===== config.mk =====
export PLATFORM = sky130hd
export DESIGN_NAME = dsss_ppdu_framer
export DESIGN_NICKNAME = d
export VERILOG_FILES = /design/src/core/ppdu_pkg.sv /design/src/core/dsss_ppdu_framer.sv /design/src/core/pbri_interleaver.sv
export SDC_FILE = /design/constraint.sdc
export NUM_CORES = 1
export LEC_CHECK = 0
export CORE_MARGIN = 2
export CORE_UTILIZATION = 45
export CTS_BUF_LIST = sky130_fd_sc_hd__clkbuf_8
export DETAILED_ROUTE_END_ITERATION = 7
export DONT_BUFFER_PORTS = 1
export GPL_TIMING_DRIVEN = 0
export SYNTH_ARGS = -nofsm -noshare
export SYNTH_HDL_FRONTEND = slang
export SYNTH_SLANG_ARGS = --single-unit
export TNS_END_PERCENT = 100

===== constraint.sdc =====
create_clock -name mclk_i -period 8.8 [get_ports mclk_i]
set_input_delay 1.32 -clock mclk_i [delete_from_list [all_inputs] [get_ports mclk_i]]
set_output_delay 1.32 -clock mclk_i [all_outputs]
set_load 0.02 [all_outputs]

===== src/core/ppdu_pkg.sv =====
package ppdu_pkg;

  // ***********************************************************
  // Field sizes and patterns
  // ***********************************************************
  localparam logic [15:0] PRE16_PATTERN = 16'h3f59;
  localparam logic [7:0] SFD_DEFAULT = 8'h00;
  localparam logic [31:0] PRE32_DEFAULT = 32'h0000_0000;
  localparam logic [5:0] PRE16_BITS = 6'h10;
  localparam logic [5:0] PRE32_BITS = 6'h20;
  localparam logic [5:0] OCTET_BITS = 6'h08;
  localparam logic [5:0] LONG_HDR_BITS = 6'h10;
  localparam logic [10:0] SHORT_HDR_LIMIT = 11'h080;
  localparam logic [3:0] HDR_RESERVED = 4'h0;

  // ***********************************************************
  // Interleaver fragment sizes
  // ***********************************************************
  localparam logic [1:0] FRAG_256 = 2'h0;
  localparam logic [1:0] FRAG_384 = 2'h1;
  localparam logic [1:0] FRAG_512 = 2'h2;
  localparam logic [9:0] LEN_256 = 10'h100;
  localparam logic [9:0] LEN_384 = 10'h180;
  localparam logic [9:0] LEN_512 = 10'h200;

  // ***********************************************************
  // Types
  // ***********************************************************
  typedef struct packed {
    logic fixed;
    logic shr_en;
    logic [2:0] pre_octets;
    logic [10:0] len_m1;
  } frame_cfg_t;

  typedef struct packed {
    logic data;
    logic first;
    logic last;
  } bit_beat_t;

  typedef enum logic [4:0] {
    FR_IDLE = 5'h01,
    FR_PRE = 5'h02,
    FR_SFD = 5'h04,
    FR_PHR = 5'h08,
    FR_PAY = 5'h10
  } fr_state_t;

  typedef enum logic [1:0] {
    IL_FILL = 2'h1,
    IL_DRAIN = 2'h2
  } il_state_t;

  typedef struct packed {
    fr_state_t st;
    frame_cfg_t cfg;
    logic [31:0] sh;
    logic [5:0] cnt;
    logic [11:0] left;
    logic first_pend;
    logic pay_rdy;
    bit_beat_t ob;
    logic ovalid;
    logic busy;
    logic done;
  } framer_st_t;

  // Bit reversal over 9 bits, or over the low 8 when nine is clear
  function automatic logic [8:0] rev_index(input logic [8:0] v, input logic nine);
    logic [8:0] r;
    r = 9'h000;
    for (int i = 0; i < 9; i++) begin
      r[i] = v[8 - i];
    end
    if (!nine) begin
      r = {1'b0, r[8:1]};
    end
    return r;
  endfunction : rev_index

  // Mirror of a 32-bit word, so a written pattern shifts out leftmost first
  function automatic logic [31:0] rev32(input logic [31:0] v);
    logic [31:0] r;
    r = 32'h0000_0000;
    for (int i = 0; i < 32; i++) begin
      r[i] = v[31 - i];
    end
    return r;
  endfunction : rev32

endpackage : ppdu_pkg

===== src/core/dsss_ppdu_framer.sv =====
`timescale 1ns/1ps
`default_nettype none
module dsss_ppdu_framer
  import ppdu_pkg::*;
#(
  parameter logic [7:0] SFD_VALUE = SFD_DEFAULT,
  parameter logic [31:0] PRE32_VALUE = PRE32_DEFAULT,
  parameter int SYM_W = 1
) (
  input wire logic mclk_i,
  input wire logic rst_i,
  // Frame request
  input wire logic start_i,
  input wire frame_cfg_t cfg_i,
  output logic busy_o,
  output logic frame_done_o,
  // Payload octets from the MAC side
  input wire logic [7:0] pay_data_i,
  input wire logic pay_valid_i,
  output logic pay_ready_o,
  // Serial bits towards the encoder
  output bit_beat_t obit_o,
  output logic obit_valid_o,
  input wire logic obit_ready_i,
  // Encoded symbols into the interleaver
  input wire logic [1:0] frag_size_i,
  input wire logic [SYM_W-1:0] enc_sym_i,
  input wire logic enc_valid_i,
  output logic enc_ready_o,
  // Reordered symbols towards the spreader
  output logic [SYM_W-1:0] il_sym_o,
  output logic il_valid_o,
  output logic il_last_o,
  input wire logic il_ready_i
);

  // ***********************************************************
  // Framer state
  // ***********************************************************
  framer_st_t r;
  framer_st_t n;
  logic emit;
  logic accept;
  logic shr_on;
  logic [31:0] pre_load;
  logic [5:0] pre_bits;

  generate
    if (SYM_W < 1) begin : g_bad_sym
      $error("dsss_ppdu_framer: SYM_W must be at least 1");
    end
  endgenerate

  // A bit leaves the shifter only when the output slot is free
  assign emit = (r.cnt != 6'h00) && (!r.ovalid || obit_ready_i);
  assign accept = r.pay_rdy && pay_valid_i;

  // Sync header always precedes a variable frame; optional when fixed
  assign shr_on = !cfg_i.fixed || cfg_i.shr_en;

  // Preamble image chosen at start; written patterns go leftmost first
  always_comb begin
    pre_load = 32'h0000_0000;
    pre_bits = 6'h00;
    if (cfg_i.pre_octets[2]) begin
      pre_load = rev32(PRE32_VALUE);
      pre_bits = PRE32_BITS;
    end else if (cfg_i.pre_octets[1]) begin
      pre_load = rev32({PRE16_PATTERN, 16'h0000});
      pre_bits = PRE16_BITS;
    end
  end

  // ***********************************************************
  // Next state
  // ***********************************************************
  always_comb begin
    n = r;
    n.done = 1'b0;
    if (r.ovalid && obit_ready_i) begin
      n.ovalid = 1'b0;
    end

    // Shift one bit out, LSB first, for every field alike
    if (emit) begin
      n.ob.data = r.sh[0];
      n.ob.first = r.first_pend;
      n.ob.last = (r.st == FR_PAY) && (r.cnt == 6'h01) && (r.left == 12'h000);
      n.ovalid = 1'b1;
      n.first_pend = 1'b0;
      n.sh = {1'b0, r.sh[31:1]};
      n.cnt = r.cnt - 6'h01;
    end

    unique case (r.st)
      FR_IDLE: begin
        n.busy = 1'b0;
        if (start_i) begin
          n.cfg = cfg_i;
          n.left = {1'b0, cfg_i.len_m1} + 12'h001;
          n.busy = 1'b1;
          n.first_pend = 1'b1;
          if (shr_on && pre_bits != 6'h00) begin
            n.st = FR_PRE;
            n.sh = pre_load;
            n.cnt = pre_bits;
          end else if (shr_on) begin
            n.st = FR_SFD;
            n.sh = {24'h000000, SFD_VALUE};
            n.cnt = OCTET_BITS;
          end else begin
            // Fixed frame with no sync header: payload alone
            n.st = FR_PAY;
            n.cnt = 6'h00;
          end
        end
      end

      FR_PRE: begin
        // Delimiter follows the last preamble bit with one idle slot
        if (r.cnt == 6'h00) begin
          n.st = FR_SFD;
          n.sh = {24'h000000, SFD_VALUE};
          n.cnt = OCTET_BITS;
        end
      end

      FR_SFD: begin
        if (r.cnt == 6'h00) begin
          if (r.cfg.fixed) begin
            n.st = FR_PAY;
          end else begin
            n.st = FR_PHR;
            if (r.cfg.len_m1 < SHORT_HDR_LIMIT) begin
              // Flag 0 goes first, then the 7-bit count
              n.sh = {24'h000000, r.cfg.len_m1[6:0], 1'b0};
              n.cnt = OCTET_BITS;
            end else begin
              // Flag 1, four reserved, 11-bit count; low octet first
              n.sh = {16'h0000, r.cfg.len_m1, HDR_RESERVED, 1'b1};
              n.cnt = LONG_HDR_BITS;
            end
          end
        end
      end

      FR_PHR: begin
        if (r.cnt == 6'h00) begin
          n.st = FR_PAY;
        end
      end

      FR_PAY: begin
        if (accept) begin
          n.sh = {24'h000000, pay_data_i};
          n.cnt = OCTET_BITS;
          n.left = r.left - 12'h001;
        end else if (r.cnt == 6'h00 && r.left == 12'h000) begin
          // Final bit sits in the output slot; the frame is complete
          n.st = FR_IDLE;
          n.done = 1'b1;
          n.busy = 1'b0;
        end
      end
    endcase

    // Registered ready: only ask for an octet once the shifter is empty
    n.pay_rdy = (n.st == FR_PAY) && (n.cnt == 6'h00) && (n.left != 12'h000) && !accept;
  end

  always_ff @(posedge mclk_i) begin
    if (rst_i) begin
      r <= '0;
      r.st <= FR_IDLE;
    end else begin
      r <= n;
    end
  end

  // ***********************************************************
  // Outputs
  // ***********************************************************
  assign busy_o = r.busy;
  assign frame_done_o = r.done;
  assign pay_ready_o = r.pay_rdy;
  assign obit_o = r.ob;
  assign obit_valid_o = r.ovalid;

  // The encoder lies outside, so its symbols re-enter here
  pbri_interleaver #(
    .SYM_W(SYM_W)
  ) u_interleaver (
    .mclk_i(mclk_i),
    .rst_i(rst_i),
    .frag_size_i(frag_size_i),
    .sym_i(enc_sym_i),
    .sym_valid_i(enc_valid_i),
    .sym_ready_o(enc_ready_o),
    .out_sym_o(il_sym_o),
    .out_valid_o(il_valid_o),
    .out_last_o(il_last_o),
    .out_ready_i(il_ready_i)
  );

  // ***********************************************************
  // Checks
  // ***********************************************************
  property p_hold_bit;
    @(posedge mclk_i) disable iff (rst_i)
    (obit_valid_o && !obit_ready_i) |=> (obit_valid_o && $stable(obit_o));
  endproperty
  a_hold_bit: assert property (p_hold_bit)
    else $error("output bit changed while stalled");

  property p_short_header;
    @(posedge mclk_i) disable iff (rst_i)
    (r.st == FR_SFD && n.st == FR_PHR && r.cfg.len_m1 < SHORT_HDR_LIMIT)
      |=> (r.cnt == OCTET_BITS && r.sh[0] == 1'b0 && r.sh[7:1] == r.cfg.len_m1[6:0]);
  endproperty
  a_short_header: assert property (p_short_header)
    else $error("short header malformed");

  property p_long_header;
    @(posedge mclk_i) disable iff (rst_i)
    (r.st == FR_SFD && n.st == FR_PHR && r.cfg.len_m1 >= SHORT_HDR_LIMIT)
      |=> (r.cnt == LONG_HDR_BITS && r.sh[0] == 1'b1 && r.sh[4:1] == HDR_RESERVED
           && r.sh[15:5] == r.cfg.len_m1);
  endproperty
  a_long_header: assert property (p_long_header)
    else $error("long header malformed");

  property p_fixed_no_header;
    @(posedge mclk_i) disable iff (rst_i)
    (r.st != FR_IDLE && r.cfg.fixed) |-> (r.st != FR_PHR);
  endproperty
  a_fixed_no_header: assert property (p_fixed_no_header)
    else $error("length header sent for a fixed frame");

  property p_pre_length;
    @(posedge mclk_i) disable iff (rst_i)
    (r.st == FR_IDLE && n.st == FR_PRE)
      |=> (r.cnt == (r.cfg.pre_octets[2] ? PRE32_BITS : PRE16_BITS));
  endproperty
  a_pre_length: assert property (p_pre_length)
    else $error("preamble length wrong");

  property p_pre16_image;
    @(posedge mclk_i) disable iff (rst_i)
    (r.st == FR_IDLE && n.st == FR_PRE && !cfg_i.pre_octets[2])
      |=> (r.sh[15:0] == 16'h9afc);
  endproperty
  a_pre16_image: assert property (p_pre16_image)
    else $error("16-bit preamble pattern wrong");

  property p_sfd_follows;
    @(posedge mclk_i) disable iff (rst_i)
    (r.st == FR_PRE && r.cnt == 6'h00)
      |=> (r.st == FR_SFD && r.cnt == OCTET_BITS && r.sh[7:0] == SFD_VALUE);
  endproperty
  a_sfd_follows: assert property (p_sfd_follows)
    else $error("delimiter does not follow preamble");

  property p_header_then_payload;
    @(posedge mclk_i) disable iff (rst_i)
    (r.st == FR_PHR && r.cnt == 6'h00) |=> (r.st == FR_PAY);
  endproperty
  a_header_then_payload: assert property (p_header_then_payload)
    else $error("payload does not follow header");

  property p_done_after_last;
    @(posedge mclk_i) disable iff (rst_i)
    (emit && r.st == FR_PAY && r.cnt == 6'h01 && r.left == 12'h000)
      |=> obit_o.last ##1 frame_done_o;
  endproperty
  a_done_after_last: assert property (p_done_after_last)
    else $error("frame end not flagged after final payload bit");

  // A second start may follow at once, so only the pulse width is held here
  property p_done_pulse;
    @(posedge mclk_i) disable iff (rst_i)
    frame_done_o |=> !frame_done_o;
  endproperty
  a_done_pulse: assert property (p_done_pulse)
    else $error("frame done held longer than one cycle");

  property p_pay_ready_empty;
    @(posedge mclk_i) disable iff (rst_i)
    pay_ready_o |-> (r.st == FR_PAY && r.cnt == 6'h00 && r.left != 12'h000);
  endproperty
  a_pay_ready_empty: assert property (p_pay_ready_empty)
    else $error("payload octet requested while shifter busy");

  property p_fixed_bare;
    @(posedge mclk_i) disable iff (rst_i)
    (r.st == FR_IDLE && start_i && cfg_i.fixed && !cfg_i.shr_en)
      |=> (r.st == FR_PAY && busy_o);
  endproperty
  a_fixed_bare: assert property (p_fixed_bare)
    else $error("bare fixed frame did not go straight to payload");

  property p_variable_sync;
    @(posedge mclk_i) disable iff (rst_i)
    (r.st == FR_IDLE && start_i && !cfg_i.fixed) |=> (r.st == FR_PRE || r.st == FR_SFD);
  endproperty
  a_variable_sync: assert property (p_variable_sync)
    else $error("variable frame started without a sync header");

  property p_no_preamble;
    @(posedge mclk_i) disable iff (rst_i)
    (r.st == FR_IDLE && start_i && !cfg_i.fixed && cfg_i.pre_octets[2:1] == 2'b00)
      |=> (r.st == FR_SFD && r.sh[7:0] == SFD_VALUE);
  endproperty
  a_no_preamble: assert property (p_no_preamble)
    else $error("zero preamble did not start at the delimiter");

endmodule : dsss_ppdu_framer
`default_nettype wire


===== src/core/pbri_interleaver.sv =====
`timescale 1ns/1ps
`default_nettype none
module pbri_interleaver
  import ppdu_pkg::*;
#(
  parameter int SYM_W = 1
) (
  input wire logic mclk_i,
  input wire logic rst_i,
  input wire logic [1:0] frag_size_i,
  input wire logic [SYM_W-1:0] sym_i,
  input wire logic sym_valid_i,
  output logic sym_ready_o,
  output logic [SYM_W-1:0] out_sym_o,
  output logic out_valid_o,
  output logic out_last_o,
  input wire logic out_ready_i
);

  // ***********************************************************
  // State
  // ***********************************************************
  typedef struct packed {
    il_state_t st;
    logic [1:0] size;
    logic [8:0] wr;
    logic [8:0] m;
    logic [8:0] ecnt;
    logic [SYM_W-1:0] osym;
    logic ovalid;
    logic olast;
  } il_st_t;

  il_st_t r;
  il_st_t n;
  logic [SYM_W-1:0] mem [0:511];
  logic [SYM_W-1:0] rd_sym;
  logic [8:0] idx;
  logic [9:0] flen;
  logic slot;
  logic wr_en;

  generate
    if (SYM_W < 1) begin : g_bad_width
      $error("pbri_interleaver: SYM_W must be at least 1");
    end
  endgenerate

  function automatic logic [9:0] frag_len(input logic [1:0] code);
    unique case (code)
      FRAG_384: return LEN_384;
      FRAG_512: return LEN_512;
      default: return LEN_256;
    endcase
  endfunction : frag_len

  // Size is taken from the input at the first symbol and held thereafter
  assign flen = frag_len(r.size);
  assign idx = rev_index(r.m, r.size != FRAG_256);
  assign rd_sym = mem[idx];
  assign slot = !r.ovalid || out_ready_i;
  assign wr_en = (r.st == IL_FILL) && sym_valid_i;

  // Fill the whole fragment, then walk M and send the surviving indices
  always_comb begin
    n = r;
    if (r.ovalid && out_ready_i) begin
      n.ovalid = 1'b0;
    end
    unique case (r.st)
      IL_FILL: begin
        if (sym_valid_i) begin
          if (r.wr == 9'h000) begin
            n.size = frag_size_i;
          end
          if ({1'b0, r.wr} == frag_len(r.wr == 9'h000 ? frag_size_i : r.size) - 10'h001) begin
            n.st = IL_DRAIN;
            n.m = 9'h000;
            n.ecnt = 9'h000;
          end else begin
            n.wr = r.wr + 9'h001;
          end
        end
      end
      IL_DRAIN: begin
        if (slot) begin
          n.m = r.m + 9'h001;
          if ({1'b0, idx} < flen) begin
            n.osym = rd_sym;
            n.ovalid = 1'b1;
            n.olast = ({1'b0, r.ecnt} == flen - 10'h001);
            n.ecnt = r.ecnt + 9'h001;
            if (n.olast) begin
              n.st = IL_FILL;
              n.wr = 9'h000;
            end
          end
        end
      end
    endcase
  end

  always_ff @(posedge mclk_i) begin
    if (rst_i) begin
      r <= '0;
      r.st <= IL_FILL;
    end else begin
      r <= n;
    end
  end

  // The array has no reset; only filled entries are ever read
  always_ff @(posedge mclk_i) begin
    if (wr_en) begin
      mem[r.wr] <= sym_i;
    end
  end

  assign sym_ready_o = r.st[0];
  assign out_sym_o = r.osym;
  assign out_valid_o = r.ovalid;
  assign out_last_o = r.olast;

  // ***********************************************************
  // Checks
  // ***********************************************************
  property p_ready_after_last;
    @(posedge mclk_i) disable iff (rst_i)
    (out_valid_o && out_last_o) |-> sym_ready_o;
  endproperty
  a_ready_after_last: assert property (p_ready_after_last)
    else $error("interleaver not ready after final symbol");

  property p_pruned_skip;
    @(posedge mclk_i) disable iff (rst_i)
    (r.st == IL_DRAIN && slot && {1'b0, idx} >= flen) |=> !out_valid_o;
  endproperty
  a_pruned_skip: assert property (p_pruned_skip)
    else $error("pruned index was emitted");

  property p_reversed_pick;
    @(posedge mclk_i) disable iff (rst_i)
    (r.st == IL_DRAIN && slot && {1'b0, idx} < flen) |=> (out_valid_o && out_sym_o == $past(rd_sym));
  endproperty
  a_reversed_pick: assert property (p_reversed_pick)
    else $error("output symbol is not the bit-reversed input");

  property p_last_position;
    @(posedge mclk_i) disable iff (rst_i)
    (r.st == IL_DRAIN && slot && {1'b0, idx} < flen && {1'b0, r.ecnt} == flen - 10'h001)
      |-> (r.m == ((r.size == FRAG_384) ? 9'h1fe : (r.size == FRAG_512) ? 9'h1ff : 9'h0ff));
  endproperty
  a_last_position: assert property (p_last_position)
    else $error("fragment ended at the wrong M");

endmodule : pbri_interleaver
`default_nettype wire


* Word-level counts from Yosys, hierarchy flattened
Memories as Yosys holds them, arrays and structs flattened.
Index checks and enable logic that the tools add are counted.
W data, S select, Z words.
** Cells by class
- Add/subtract/negate cells :: 8
- Multiply operators :: 0
- Divide/modulo/power cells :: 0
- Order comparisons :: 2
- Equal/unequal tests :: 23
- Shift operators :: 0
- Multiplexer cells :: 56
- Bitwise operators :: 1
- Reductions and logical operators :: 38
** Operators by type and width (count)
- $mux W38 :: 5
- $pmux W38 S4 :: 1
- $mux W72 :: 1
- $pmux W27 S2 :: 1
- $mux W50 :: 1
- $mux W5 :: 9
- $pmux W10 S2 :: 2
- $mux W9 :: 4
- $mux W16 :: 2
- $mux W32 :: 1
- $mux W31 :: 1
- $mux W30 :: 1
- $add A9 B1 Y9 const B :: 3
- $pmux W5 S5 :: 1
- $pmux W12 S2 :: 1
- $mux W22 :: 1
- $eq A9 B10 Y1 :: 2
- $mux W10 :: 2
- $sub A10 B1 Y10 const B :: 2
- $mux W18 :: 1
- $mux W2 :: 8
- $add A11 B1 Y12 const B :: 1
- $logic_and A1 B1 Y1 :: 12
- $logic_not A12 Y1 :: 1
- 33 further kinds :: 64
** Word-level totals
- Register bits after elaboration :: 113
- Latch bits :: 0
- Bits in writable memories :: 512
- Bits in read-only memories :: 0
- Bits of input ports :: 34
- Output and inout port bits :: 11
- Word-level logic and storage cells :: 153
- Memories kept :: 1
** Memory list
- u_interleaver.mem :: words 512, width 1, read ports 1, clocked after memory_dff 0, wr ports 1, line pbri_interleaver.sv:36 : logic [SYM_W-1:0] mem [0:511];

* Depth between registers and ports, before layout
- Word-level depth :: 12
- Mapped depth :: 16
- Gate-level depth less buffers :: 14

* Hierarchy
A second synthesis with hierarchy kept.
** Second synthesis, totals
- Cells, all modules :: 2794
- Area, all modules :: 30554.3 µm²
** Modules (own cells, without submodules)
- pbri_interleaver :: times used 1, cells an instance 2256, area each 26514.2 µm², sequential area each 16055.4 µm²
- dsss_ppdu_framer :: times used 1, cells an instance 538, area each 4040.1 µm², sequential area each 1501.4 µm²

* Worst setup path before layout
Ideal clock, no wire load.
- Path kind :: in2reg
- From :: in frag_size_i[0]
- To :: reg u_interleaver.r[9] (netlist name)
- Library setup time :: 72 ps
- Arrival :: 3315 ps
- Data required time :: 8728 ps
- Setup slack :: 5413 ps
- Stages :: 10
- Cell sequence :: mux2i_1 -> inv_1 -> ha_1 -> xnor2_1 -> nor2_1 -> a41oi_1 -> a21oi_2 -> o211ai_1 -> or3_1 -> a21oi_1
** Between the ends
- Cells in the longest elaborated chain, start to end :: 9
- Elaborated cells on any way between the ends :: 10
- Classes of those cells :: 1 x add/sub; 4 x eq/ne; 4 x mux; 1 x reduce/logical
** Ends and longest elaborated chain
- start: declaration :: line dsss_ppdu_framer.sv:26 : input wire logic [1:0] frag_size_i,
- $mux W2 *
- $eq A2 B2 Y1 or $eq A2 B1 Y1 (tied branches) :: line pbri_interleaver.sv:50 : unique case (code)
- $pmux W10 S2 * :: line pbri_interleaver.sv:50
- $mux W10 * :: line pbri_interleaver.sv:72 : if (sym_valid_i) begin
- $mux W10 * :: line pbri_interleaver.sv:70 : unique case (r.st)
- $sub A10 B1 Y10 * :: line pbri_interleaver.sv:76 : if ({1'b0, r.wr} == frag_len(r.wr == 9'h000 ? frag_size_i : r.size) - 10'h001) begin
- $eq A9 B10 Y1 * :: line pbri_interleaver.sv:76
- $ne A2 B2 Y1 (no line) *
- $reduce_and A4 Y1 (no line) *
- end signal: assignment :: line pbri_interleaver.sv:108 : r <= n;
- end: declaration :: line pbri_interleaver.sv:34 : il_st_t r;
Mark *: on every way between the ends. The rest lies on a longest branch, timed or not. The select of a mux whose other input is x is not followed.
A chain may end at the register's enable or synchronous reset.

* Worst setup path in the final report
- From :: reg u_interleaver.r[30] (netlist name)
- To :: reg u_interleaver.out_sym_o (netlist name)
** Between the ends
- Cells in the longest elaborated chain, start to end :: 4
- Elaborated cells on any way between the ends :: 8
- Classes of those cells :: 1 x order compare; 2 x eq/ne; 2 x mux; 2 x reduce/logical; 1 x memory
** Ends and longest elaborated chain
- parallel branches: the longest is 4 deep, another holds $mem_v2 Z512 W1
Parallel ways; which one is timed is not known.

==> out/metrics.yaml <==
detailed_routing:
  drt_wl_total_um: 95800
  drcViolationCount: 0
  num_vias: 22500
  vias_per_cell: 6.00
  wl_per_cell_um: 25.6
  drtAntennaViolNets: 0
  firstDrtPassIters: 7
  drtIter0Drc: 3064
clocking:
  cts_resized: 0
  htreeDepth: 3
  clock-sinks: 621
  clkLatencyLatePin_ps: 730
  tritoncts: "done"
  clockBufferDepth: 3
  post_cts_buffers: 0
  numCtsBuffers: 109
  cts_hold_buf: 0
  cts_root_buffer: "clkbuf_8"
  clkTransAtPathRegs_ps: 60
synthesis:
  syn_inst: 2687
  ys_async_sr_fraction: 0
  yosys_warnings: 0
  syn_nets: 2740
  synth.avg_cell_area_sq_um: 10.8
  syn_area_sq_mm: 0.0291
  yosys.cell_types.count: 82
  synth-edff-count: 512
  yosys_register_bits: 621
  synth-main-ff-cell: "edfxtp_1"
  yosysSeqAreaShare: 0.602
timing:
  max_freq_mhz: 188
  max_slew.worst_pin.slew_ps: 1540
  fin_skew_ps: 48.9
  rsz0062_at_grt: "no"
  setup_viol: 0
  maxSlewHeadroom: -0.0310
  period_share: 0.605
  slew_violations: 10
  finalHoldViolCount: 0
  period_needed_ps: 5330
  setup_ws_ps: 3470
  setup_tns_ps: 0
floorplanning:
  fp.dieArea_sq_mm: 0.0668
  die_h_um: 258
  ios: 45
  start_util: 0.454
  dieWidth_um: 258
  core_sq_mm: 0.0642
  rows: 93
outcome:
  violations: "max-capacitance violations, max-slew violations"
  status: "finished, violations left"
run:
  drv_cap: 1
critical_path:
  slowest_delay_ps: 1080
  worst_path_most_repeated_cell: "buf_4"
  cp_top_family: "compound AO/OA/AOI/OAI gates"
  cp_data_required_time_ps: 9320
  r2r_setup_slack_ps: 3470
  reg2reg_depth: 11
  path_cells: "inv_1 > ha_1 > buf_6 > buf_4 > buf_4 > mux2i_1 > clkbuf_1 > o211ai_1 > a211oi_1 > o311a_1 > a32oi_1"
  cp_max_fo: 10
  startpoint_type: "flip-flop"
  cpMaxStageDelayCell: "mux2i_1"
  cp_num_buf_inv: 5
  reg2reg_to: "u_interleaver.out_sym_o"
  worstPathArrival_ps: 5850
  timing.rr.start: "u_interleaver.r[30]"
  setup.worst_path.start: "u_interleaver.r[30]"
  critPathCaptureType: "flip-flop"
  worstSetupPathType: "reg -> reg"
layout:
  multiInputGateArea_sq_mm: 0.0105
  layout.nets: 2853
  ff_latch_area_sq_mm: 0.0176
  nFillCells: 5906
  final_cells: 3748
  area_growth_pct: 10.9
  drive_gt1_frac: 0.110
  fin_util: 0.503
hold_path:
  hold_class: "reg -> reg"
  hold_start: "r[57]"
  hold_depth: 2
  whs_endpoint: "r[57]"
grt:
  grt_pass1_vias: 21600
  antenna_found_initial: 4
  grt.total_usage: 0.283
  grt_pass1_wl_um: 139000
  grt_max_degree: 513
  gr-total-overflow: 0
placed_design:
  place_ws_ps: 3960
  io_buffers: 0
  place_congestion: 0.943
  dp.cells: 3543
  place_hpwl_um: 61400
power_and_ir_drop:
  p_leak_nw: 10.3
  finalPower_mw: 6.35
  cellPowerDensity_mw_per_mm2: 197
  peakVddDrop_v: 0.000112
worst min-delay path: stages, from the launching register on:
cell and delay [ps]:
dfxtp_1 310, nand2_1 50, nor2_1 30
synthesized netlist by cell type (all sizes together), types with 19 or more instances:
cell type	n	area (sq um)
a21oi	82	422
a31oi	36	225
and3	22	138
buf	91	520
clkbuf	121	455
dfxtp	109	2180
edfxtp	512	15400
ha	19	238
inv	26	97.6
mux2	64	721
mux2i	71	723
mux4	35	818
nand2	403	1520
nand3	82	415
nand4	39	244
nor2	612	2300
nor2b	21	131
nor3	24	120
o21ai	33	165
o221ai	23	201
o22ai	25	156
xor2	23	201
area by class of cell:
type,instances,area share
flip-flops and latches,621,0.543
clock buffers,121,0.0515
clock inverters,82,0.0127
inverters,26,0.00302
multi-input cells,1828,0.325
plain buffers,212,0.0302
repair buffers,2,0.000581
well taps,855,0.0331
diodes,1,0.0000775
layout by cell type (no fill, tap or decap), types with 24 or more instances in the layout:
cell type / n
nor3_1: 24
buf_2: 40
edfxtp_1: 512
nand3_1: 81
dfxtp_1: 109
clkbuf_8: 121
nand2_1: 401
a21oi_1: 79
nand4_1: 39
mux2i_1: 69
nor2_1: 611
o22ai_1: 25
inv_1: 67
o21ai_0: 32
buf_1: 26
mux4_2: 27
a31oi_1: 36
clkbuf_1: 120
mux2_2: 64
stage by stage:
step	hold slack (ps)	area, sq um
4_1_cts	429	32300
3_3_place_gp	416	30200
3_5_place_dp	421	30200
2_1_floorplan	410	29100
6_report	432	32300
5_1_grt	441	32300
flip-flops by register name, indices dropped and copies added (netlist names):
name and count:
obit_o 3, u_interleaver.mem 512, u_interleaver.sym_ready_o 1, obit_valid_o 1
u_interleaver.out_last_o 1, frame_done_o 1, busy_o 1, u_interleaver.out_sym_o 1
pay_ready_o 1, u_interleaver.out_valid_o 1, u_interleaver.r 30, r 68
report_power, final:
part	switching, mW	leakage [nW]	internal [mW]	total [mW]
combinational	0.381	3.55	0.170	0.551
clock	1.24	1.22	1.32	2.56
sequential	0.0347	5.48	3.21	3.25
total	1.65	10.3	4.70	6.35
how the worst max path moves through the flow:
stage / end / depth (start not counted)
after floorplan: u_interleaver.r[9] / 10
after global placement: u_interleaver.out_sym_o / 12
after detailed placement: u_interleaver.r[16] / 11
after CTS: u_interleaver.r[16] / 11
after global routing: u_interleaver.out_sym_o / 15
final: u_interleaver.out_sym_o / 11
kinds of logic (layout without fill, tap and decap cells):
kind of cell,Yosys count,after routing,share of synthesized area
mux,170,170,0.0776
compound gates,333,333,0.0809
flops,621,621,0.602
xor+xnor,41,41,0.0123
simple gates,1265,1265,0.182
buf+inv,238,443,0.0368
fa+ha+maj,19,19,0.00816
other cells,0,1,0
routing by layer:
layer / part of all wire / GRT usage / vias up
met1: 0.39 / 0.374 / 11100
met5: 0.00034 / 0 / -
li1: - / - / 9899
met2: 0.45 / 0.443 / 1250
met3: 0.10 / 0.0610 / 269
met4: 0.051 / 0.143 / 4
(Power assumes the default switching activity.)
